--- src/shared/sdcps_pkg.sv ---
// sdcps_pkg: shared constants and types for the clock-enable power state control pair
// assumes: included before the interface and both end modules
package sdcps_pkg;
  localparam int unsigned CLK_PERIOD_NS = 20;
  // row cycle time, printed figure unknown here: plain default in ns
  localparam int unsigned ROW_CYCLE_TIME_NS = 70;
  localparam int unsigned ROW_CYCLE_CYC_RAW = (ROW_CYCLE_TIME_NS + CLK_PERIOD_NS - 1) / CLK_PERIOD_NS;
  localparam int unsigned ROW_CYCLE_CYC = (ROW_CYCLE_CYC_RAW < 1) ? 1 : ROW_CYCLE_CYC_RAW;
  localparam int unsigned CNT_W = 8;
  localparam logic [CNT_W-1:0] ROW_CYCLE_CNT = CNT_W'(ROW_CYCLE_CYC);
  localparam logic [CNT_W-1:0] CNT_ZERO = 8'h00;
  localparam int unsigned ADDR_W = 12;
  localparam logic [ADDR_W-1:0] ADDR_ZERO = 12'h000;

  // command encoding {cs_n, ras_n, cas_n, we_n}
  typedef logic [3:0] sdcps_cmd_t;
  localparam sdcps_cmd_t CMD_DESL = 4'hf;
  localparam sdcps_cmd_t CMD_NOP = 4'h7;
  localparam sdcps_cmd_t CMD_ACT = 4'h3;
  localparam sdcps_cmd_t CMD_PRE = 4'h2;
  localparam sdcps_cmd_t CMD_REF = 4'h1;
  localparam sdcps_cmd_t CMD_MRS = 4'h0;
  localparam sdcps_cmd_t CMD_READ = 4'h5;

  // device-level state as seen from clock enable
  typedef enum logic [2:0] {
    SDCPS_IDLE,
    SDCPS_ACTIVE,
    SDCPS_SELF_REFRESH,
    SDCPS_SREF_RECOVERY,
    SDCPS_POWER_DOWN,
    SDCPS_CLOCK_SUSPEND
  } sdcps_state_e;

  // controller requests
  typedef enum logic [2:0] {
    SDCPS_REQ_NONE,
    SDCPS_REQ_SELF_REFRESH,
    SDCPS_REQ_POWER_DOWN,
    SDCPS_REQ_SUSPEND,
    SDCPS_REQ_WAKE,
    SDCPS_REQ_COMMAND
  } sdcps_req_e;
endpackage

--- src/shared/sdcps_if.sv ---
// sdcps_if: pins between memory controller and memory device
// assumes: one shared system clock drives both ends
`timescale 1ns/1ps
`default_nettype none
interface sdcps_if;
  logic cke;
  logic cs_n;
  logic ras_n;
  logic cas_n;
  logic we_n;
  logic [11:0] addr;
  modport ctrl (output cke, output cs_n, output ras_n, output cas_n, output we_n, output addr);
  modport mem (input cke, input cs_n, input ras_n, input cas_n, input we_n, input addr);
endinterface
`default_nettype wire

--- src/hw/sdcps_device.sv ---
// sdcps_device: clock-enable driven state tracking of the memory device end
// assumes: pins come through sdcps_if.mem, synchronous to sys_clk_i
// What this block and sdcps_ctrl do
// recovery plus deselect/nop reaches idle after row_cycle_time
// recovery, cke falls on nop: power-down next
// power-down ends on cke rise, to idle
// controller enters low power only with banks idle
// idle decode: activate/precharge, auto-refresh, mode set
// active state cke fall: clock suspend next cycle
// cke rise in suspend resumes suspended operation
// cke rise reactivates inputs; controller meets setup
// cke high twice in active: normal decode
// controller presents defined command entering suspend
// self-refresh ignores everything except clock enable and the deselect/nop check on its rise
// sample cke each edge, keep previous value
`timescale 1ns/1ps
`default_nettype none
module sdcps_device
  import sdcps_pkg::*;
(
  input wire logic sys_clk_i, // system clock
  input wire logic nrst_i, // async reset, active low
  sdcps_if.mem pins, // command pins from controller
  output sdcps_pkg::sdcps_state_e state_o, // current device state
  output logic illegal_o, // illegal command seen, one-cycle pulse
  output logic act_pre_o, // activate/precharge decoded, pulse
  output logic auto_refresh_o, // auto-refresh decoded, pulse
  output logic mode_set_o, // mode register set decoded, pulse
  output logic [11:0] mode_op_o, // last mode op code
  output logic active_cmd_o, // command decoded in active state, pulse
  output sdcps_pkg::sdcps_cmd_t active_cmd_code_o // that command's code
);
  import sdcps_pkg::*;

  sdcps_state_e state;
  sdcps_state_e next_state;
  sdcps_state_e resume_state;
  logic cke_prev;
  logic [CNT_W-1:0] rc_cnt;
  sdcps_cmd_t cmd;
  logic nop_like;

  assign cmd = {pins.cs_n, pins.ras_n, pins.cas_n, pins.we_n};
  // cs high, or ras and cas high, counts as deselect/nop-type
  assign nop_like = pins.cs_n | (pins.ras_n & pins.cas_n);
  assign state_o = state;

  // previous-cycle clock enable, the n-1 column of every transition
  always_ff @(posedge sys_clk_i or negedge nrst_i) begin
    if (!nrst_i) begin
      cke_prev <= 1'b1;
    end else begin
      cke_prev <= pins.cke;
    end
  end

  // next state from previous and current cke plus command pins
  always_comb begin
    next_state = state;
    unique case (state)
      SDCPS_IDLE: begin
        if (cke_prev && !pins.cke && cmd == CMD_REF) begin
          next_state = SDCPS_SELF_REFRESH;
        end else if (!cke_prev || (cke_prev && !pins.cke)) begin
          // a falling cke with deselect/nop, or cke already low, means power-down;
          // other commands with a falling cke leave the state idle and are not decoded
          if (!cke_prev || nop_like) begin
            next_state = SDCPS_POWER_DOWN;
          end
        end else if (cmd == CMD_ACT) begin
          next_state = SDCPS_ACTIVE;
        end
      end
      SDCPS_SELF_REFRESH: begin
        // only cke matters here; pins beyond the wake check are ignored
        if (!cke_prev && pins.cke && nop_like) begin
          next_state = SDCPS_SREF_RECOVERY;
        end
      end
      SDCPS_SREF_RECOVERY: begin
        if (cke_prev && !pins.cke && nop_like) begin
          next_state = SDCPS_POWER_DOWN;
        end else if (cke_prev && pins.cke && nop_like && rc_cnt == CNT_ZERO) begin
          next_state = SDCPS_IDLE;
        end
      end
      SDCPS_POWER_DOWN: begin
        if (!cke_prev && pins.cke) begin
          next_state = SDCPS_IDLE;
        end
      end
      SDCPS_ACTIVE: begin
        if (cke_prev && !pins.cke) begin
          next_state = SDCPS_CLOCK_SUSPEND;
        end else if (cke_prev && pins.cke && (cmd == CMD_PRE)) begin
          next_state = SDCPS_IDLE;
        end
      end
      SDCPS_CLOCK_SUSPEND: begin
        if (!cke_prev && pins.cke) begin
          next_state = resume_state;
        end
      end
      default: next_state = SDCPS_IDLE;
    endcase
  end

  // state register
  always_ff @(posedge sys_clk_i or negedge nrst_i) begin
    if (!nrst_i) begin
      state <= SDCPS_IDLE;
    end else begin
      state <= next_state;
    end
  end

  // remember what clock suspend froze so it can resume unchanged
  always_ff @(posedge sys_clk_i or negedge nrst_i) begin
    if (!nrst_i) begin
      resume_state <= SDCPS_ACTIVE;
    end else if (state == SDCPS_ACTIVE && next_state == SDCPS_CLOCK_SUSPEND) begin
      resume_state <= SDCPS_ACTIVE;
    end
  end

  // row cycle timer, loaded on entry to self-refresh recovery
  always_ff @(posedge sys_clk_i or negedge nrst_i) begin
    if (!nrst_i) begin
      rc_cnt <= CNT_ZERO;
    end else if (state != SDCPS_SREF_RECOVERY && next_state == SDCPS_SREF_RECOVERY) begin
      rc_cnt <= ROW_CYCLE_CNT - 8'h01;
    end else if (state == SDCPS_SREF_RECOVERY && rc_cnt != CNT_ZERO) begin
      rc_cnt <= rc_cnt - 8'h01;
    end
  end

  // illegal command flag: recovery and self-refresh exit with bad codes
  always_ff @(posedge sys_clk_i or negedge nrst_i) begin
    if (!nrst_i) begin
      illegal_o <= 1'b0;
    end else begin
      illegal_o <= ((state == SDCPS_SREF_RECOVERY && cke_prev) ||
                    (state == SDCPS_SELF_REFRESH && !cke_prev && pins.cke)) &&
                   !nop_like;
    end
  end

  // idle decode, cke high in both cycles
  always_ff @(posedge sys_clk_i or negedge nrst_i) begin
    if (!nrst_i) begin
      act_pre_o <= 1'b0;
      auto_refresh_o <= 1'b0;
      mode_set_o <= 1'b0;
      mode_op_o <= ADDR_ZERO;
    end else begin
      act_pre_o <= (state == SDCPS_IDLE) && cke_prev && pins.cke &&
                   !pins.cs_n && !pins.ras_n && pins.cas_n;
      auto_refresh_o <= (state == SDCPS_IDLE) && cke_prev && pins.cke && cmd == CMD_REF;
      mode_set_o <= (state == SDCPS_IDLE) && cke_prev && pins.cke && cmd == CMD_MRS;
      if (state == SDCPS_IDLE && cke_prev && pins.cke && cmd == CMD_MRS) begin
        mode_op_o <= pins.addr;
      end
    end
  end

  // active-state command pass-through for the per-bank logic
  always_ff @(posedge sys_clk_i or negedge nrst_i) begin
    if (!nrst_i) begin
      active_cmd_o <= 1'b0;
      active_cmd_code_o <= CMD_DESL;
    end else begin
      active_cmd_o <= (state == SDCPS_ACTIVE) && cke_prev && pins.cke && !pins.cs_n;
      if (state == SDCPS_ACTIVE && cke_prev && pins.cke) begin
        active_cmd_code_o <= cmd;
      end
    end
  end
endmodule
`default_nettype wire

--- src/flat_wrapper.sv ---
// flat-port wrapper written by rule: the top's interface ports become plain ports
module sdcps_device_flat import sdcps_pkg::*;
  (sys_clk_i, nrst_i, state_o, illegal_o, act_pre_o, auto_refresh_o, mode_set_o, mode_op_o, active_cmd_o, active_cmd_code_o, pins_cke, pins_cs_n, pins_ras_n, pins_cas_n, pins_we_n, pins_addr);
  sdcps_if pins_i ();
  input wire logic sys_clk_i;
  input wire logic nrst_i;
  output sdcps_pkg::sdcps_state_e state_o;
  output logic illegal_o;
  output logic act_pre_o;
  output logic auto_refresh_o;
  output logic mode_set_o;
  output logic [11:0] mode_op_o;
  output logic active_cmd_o;
  output sdcps_pkg::sdcps_cmd_t active_cmd_code_o;
  input wire logic [$bits(pins_i.cke)-1:0] pins_cke;
  input wire logic [$bits(pins_i.cs_n)-1:0] pins_cs_n;
  input wire logic [$bits(pins_i.ras_n)-1:0] pins_ras_n;
  input wire logic [$bits(pins_i.cas_n)-1:0] pins_cas_n;
  input wire logic [$bits(pins_i.we_n)-1:0] pins_we_n;
  input wire logic [$bits(pins_i.addr)-1:0] pins_addr;
  assign pins_i.cke = pins_cke;
  assign pins_i.cs_n = pins_cs_n;
  assign pins_i.ras_n = pins_ras_n;
  assign pins_i.cas_n = pins_cas_n;
  assign pins_i.we_n = pins_we_n;
  assign pins_i.addr = pins_addr;
  sdcps_device u_core (.sys_clk_i(sys_clk_i), .nrst_i(nrst_i), .pins(pins_i), .state_o(state_o), .illegal_o(illegal_o), .act_pre_o(act_pre_o), .auto_refresh_o(auto_refresh_o), .mode_set_o(mode_set_o), .mode_op_o(mode_op_o), .active_cmd_o(active_cmd_o), .active_cmd_code_o(active_cmd_code_o));
endmodule
--- config.mk ---
export PLATFORM = sky130hd
export DESIGN_NAME = sdcps_device_flat
export DESIGN_NICKNAME = d
export VERILOG_FILES = /design/src/shared/sdcps_pkg.sv /design/src/shared/sdcps_if.sv /design/src/hw/sdcps_device.sv /design/src/flat_wrapper.sv
export SDC_FILE = /design/constraint.sdc
export NUM_CORES = 1
export LEC_CHECK = 0
export BUFFER_PORTS_ARGS = -buffer_cell sky130_fd_sc_hd__clkbuf_2
export CAP_MARGIN = 20
export CORE_UTILIZATION = 51
export DETAILED_ROUTE_END_ITERATION = 12
export GPL_TIMING_DRIVEN = 0
export PLACE_DENSITY = 0.78
export SLEW_MARGIN = 20
export SYNTH_ARGS = -nofsm -noshare
export SYNTH_HDL_FRONTEND = slang
export SYNTH_SLANG_ARGS = --single-unit
--- constraint.sdc ---
create_clock -name sys_clk_i -period 2.15 [get_ports sys_clk_i]
set_clock_uncertainty 0.15 [all_clocks]
set_input_delay 0.1075 -clock sys_clk_i [delete_from_list [all_inputs] [get_ports sys_clk_i]]
set_output_delay 0.1075 -clock sys_clk_i [all_outputs]
set_load 0.05 [all_outputs]
==> run_results.csv <==
group,metric,value,unit
run_status,outcome,"complete, but fails checks",
run_status,violations,"design-rule violations",
synth,syn-mean-instance-area,12.4,um2
clock_network,insertion_delay,0.34,ns
routing,drt-vias-per-instance,5.59,
layout,post-route-cell-area,2130,um2
synth,mappedNetlistNets,150,
hold_path,worstHoldPathType,"primary input to flop",
die,num_rows,19,
clock_network,post-cts-setup-buffer-count,0,
die,die_area,3370,um2
timing,max_freq,0.485,GHz
die,dieWidth,58.0,um
timing,worst_slew_margin_rel,47.8,%
synth,area_of_the_mapped_netlist,1600,um2
clock_network,path_clk_slew,0.10,ns
clock_network,clock_tree.root_cell,"sky130_fd_sc_hd__clkbuf_4",
critical_path,number_of_buffers_and_inverters_on_the_critical_path,1,
grt,pin_count_of_the_biggest_net_entering_global_routing,34,
critical_path,cp_data_arrival_time,2.14,ns
pwr,fin_total_pwr,1870,uW
routing,ant_nets,0,
critical_path,worst_path_largest_cell_delay,0.61,ns
critical_path,critical_path_class,"flop to flop",
layout,layout.core_utilization,74.5,%
routing,dr.pass1.iters,8,
grt,globalRouteOverflowTotal,0,
critical_path,crit_path_max_delay_cell_type,"sky130_fd_sc_hd__dfstp_2",
die,core_area,2850,um2
job,cap_violations,0,
timing,setup_viol_count_final,0,
timing,grt_setup_unrepaired,"no",
clock_network,clock_tree.buffer_depth,2,
routing,wl_per_cell,14.7,um
layout,antenna_cells,0,
layout,final_cell_mix,"sky130_fd_sc_hd__clkbuf_2, sky130_fd_sc_hd__dfrtp_1, sky130_fd_sc_hd__dlygate4sd3_1, sky130_fd_sc_hd__mux2_4, sky130_fd_sc_hd__nor2_1",
clock_network,clock_buffers_created_by_tritoncts,5,
grt,globalRouteTotalUtil,22.9,%
grt,first_global_vias,1225,
critical_path,critPathLaunchType,"flop",
clock_network,cts-htree-levels,2,
critical_path,critPathCaptureType,"flop",
placement,post_dp_cell_area,1840,um2
timing,period_needed,2.06,ns
timing,final_min_period_over_clock_period,95.9,%
synth,synth_seq_cells,33,
synth,syn-instance-count,129,
die,start_util,56.1,%
routing,drc,5,
timing,tightest_slew,0.783,ns
routing,drt_first_iter_violations,36,
critical_path,critical_path_peak_fanout,10,
clock_network,cts_sinks,33,
layout,flow.area_growth_from_synthesis,32.8,%
die,dieHeight,58.0,um
critical_path,path_delay_family,"simple AND/OR/NAND/NOR gates",
routing,via_count,1264,
timing,worst_slack_setup_final,0.0889,ns
layout,mostFrequentLayoutCell,"sky130_fd_sc_hd__clkbuf_2",
grt,number_of_antenna_violations_at_the_first_check_in_global_routing,0,
layout,drive_gt1_share,41.5,%
routing,detail_route.wirelength,3320,um
synth,yosys_warn_count,0,
timing,timing.hold.ws,0.0296,ns
pwr,leakage_power,0.00102,uW
placement,io_buffer_count,41,
grt,wire_length_of_the_first_global_routing_pass,5630,um
pwr,powerDensity,880,nW/um2
critical_path,crit_path_cell_trace,"or3b_4, nor2_4, nand3_2, buf_6, mux2_4",
placement,preCtsSetupSlack,-0.0617,ns
placement,dp_hpwl,2300,um
placement,routabilityCongestion,0.907,
layout,nets,215,
die,io_pins,43,
synth,yosysSeqAreaShare,52.0,%
timing,number_of_hold_violations_in_the_final_report,0,
synth,yosysUniqueCellTypes,42,
pwr,worst_ir_drop_vdd,0.724,mV
critical_path,worst-endpoint-required,2.22,ns
timing,report.final.slew_viol_count,0,
clock_network,tritoncts,"built",
## state kept, by name (all words and copies together) (netlist names)
| register | cells |
|---|---|
| u_core.cke_prev | 1 |
| u_core.active_cmd_o | 1 |
| u_core.act_pre_o | 1 |
| u_core.active_cmd_code_o | 4 |
| u_core.rc_cnt | 8 |
| u_core.state_o | 3 |
| u_core.mode_set_o | 1 |
| u_core.mode_op_o | 12 |
| u_core.auto_refresh_o | 1 |
| u_core.illegal_o | 1 |
## worst paths after layout
kind | end | slack (ns) | start | cells past startpoint
setup / recovery | u_core.mode_op_o[0]$_DFFE_PN0P_ | 0.09 | u_core.cke_prev$_DFF_PN1_ | 5
hold reg to reg | u_core.mode_op_o[5]$_DFFE_PN0P_ | 0.37 | u_core.mode_op_o[5]$_DFFE_PN0P_ | 1
setup reg to reg | u_core.mode_op_o[0]$_DFFE_PN0P_ | 0.09 | u_core.cke_prev$_DFF_PN1_ | 5
hold / removal | u_core.act_pre_o$_DFF_PN0_ | 0.03 | pins_cas_n | 3
min in group asynchronous | u_core.mode_op_o[10]$_DFFE_PN0P_ | 0.23 | nrst_i | 2
max in group asynchronous | u_core.mode_op_o[8]$_DFFE_PN0P_ | 1.13 | nrst_i | 2
## final cells by class
type,instances,area [um2]
multi-input combinational,88,739
buffer,4,22.5
sequential,33,832
clock buffer,5,37.5
inverter,4,15.0
tap,31,38.8
fill,174,727
clock inverter,3,65.1
timing repair buffer,58,375
## cells in the mapped netlist, drive strengths merged
cell / count / area share, %
and4bb: 1 / 0.78
mux2i: 1 / 0.63
nand2: 6 / 1.4
nor3: 5 / 1.9
clkbuf: 3 / 0.70
xnor2: 5 / 2.7
a2111oi: 1 / 0.55
nand4: 2 / 0.78
or3: 2 / 0.78
or3b: 3 / 1.8
nor4b: 3 / 2.4
nor4bb: 1 / 0.63
inv: 4 / 0.94
nand3b: 1 / 0.47
a21oi: 5 / 1.6
and3b: 1 / 0.55
a211o: 2 / 1.1
nand2b: 3 / 1.2
dfstp: 5 / 8.2
and4b: 1 / 0.63
nor2: 10 / 2.8
nor4: 3 / 1.2
nand3: 2 / 0.94
a41oi: 1 / 0.55
dfrtp: 28 / 44
mux2: 16 / 14
a311o: 1 / 0.63
buf: 1 / 0.70
ha: 2 / 1.6
o211ai: 1 / 0.47
or4: 1 / 0.47
a211oi: 5 / 2.3
o21ai: 1 / 0.31
a21o: 1 / 0.47
nor3b: 1 / 0.47
## cells by family (layout without fill, tap and decap cells)
family | Yosys count | after routing | share of synthesized area (%)
xor+xnor | 5 | 5 | 2.74
mux | 17 | 17 | 14.2
buf+inv | 8 | 74 | 2.35
simple gates | 46 | 46 | 19.2
flops | 33 | 33 | 52.0
compound gates | 18 | 18 | 7.98
fa+ha+maj | 2 | 2 | 1.56
## tightest hold or removal path: stages
cell	delay, ns
sky130_fd_sc_hd__clkbuf_1	0.19
sky130_fd_sc_hd__nand3_1	0.14
sky130_fd_sc_hd__nor4_1	0.05
## routing by layer
layer / track usage [%] / vias up / share of wire, %
li1: - / 603 / -
met1: 30.0 / 612 / 44
met2: 37.1 / 43 / 49
met3: 6.70 / 6 / 5.7
met4: 7.14 / 0 / 1.5
met5: 0 / - / 0
## power by group
part / internal [uW] / switching, uW
clock network: 360 / 205
logic: 164 / 368
registers: 722 / 52.2
total: 1250 / 625
## metrics by stage
| stage | setup TNS, ns | cells |
|---|---|---|
| after global placement | 0 | 201 |
| after floorplan | 0 | 129 |
| after global routing | 0 | 226 |
| after detailed placement | -0.145 | 201 |
| after CTS | 0 | 226 |
| final | 0 | 226 |
## what timing repair did
| item | CTS | global route |
|---|---|---|
| gates resized for setup | 1 | 1 |
| endpoints found under the setup margin | 5 | 1 |
| endpoints found under the hold margin | 48 | 0 |
| hold buffers | 17 | 0 |
| pin swaps | 0 | 0 |
(Power assumes the default switching activity.)
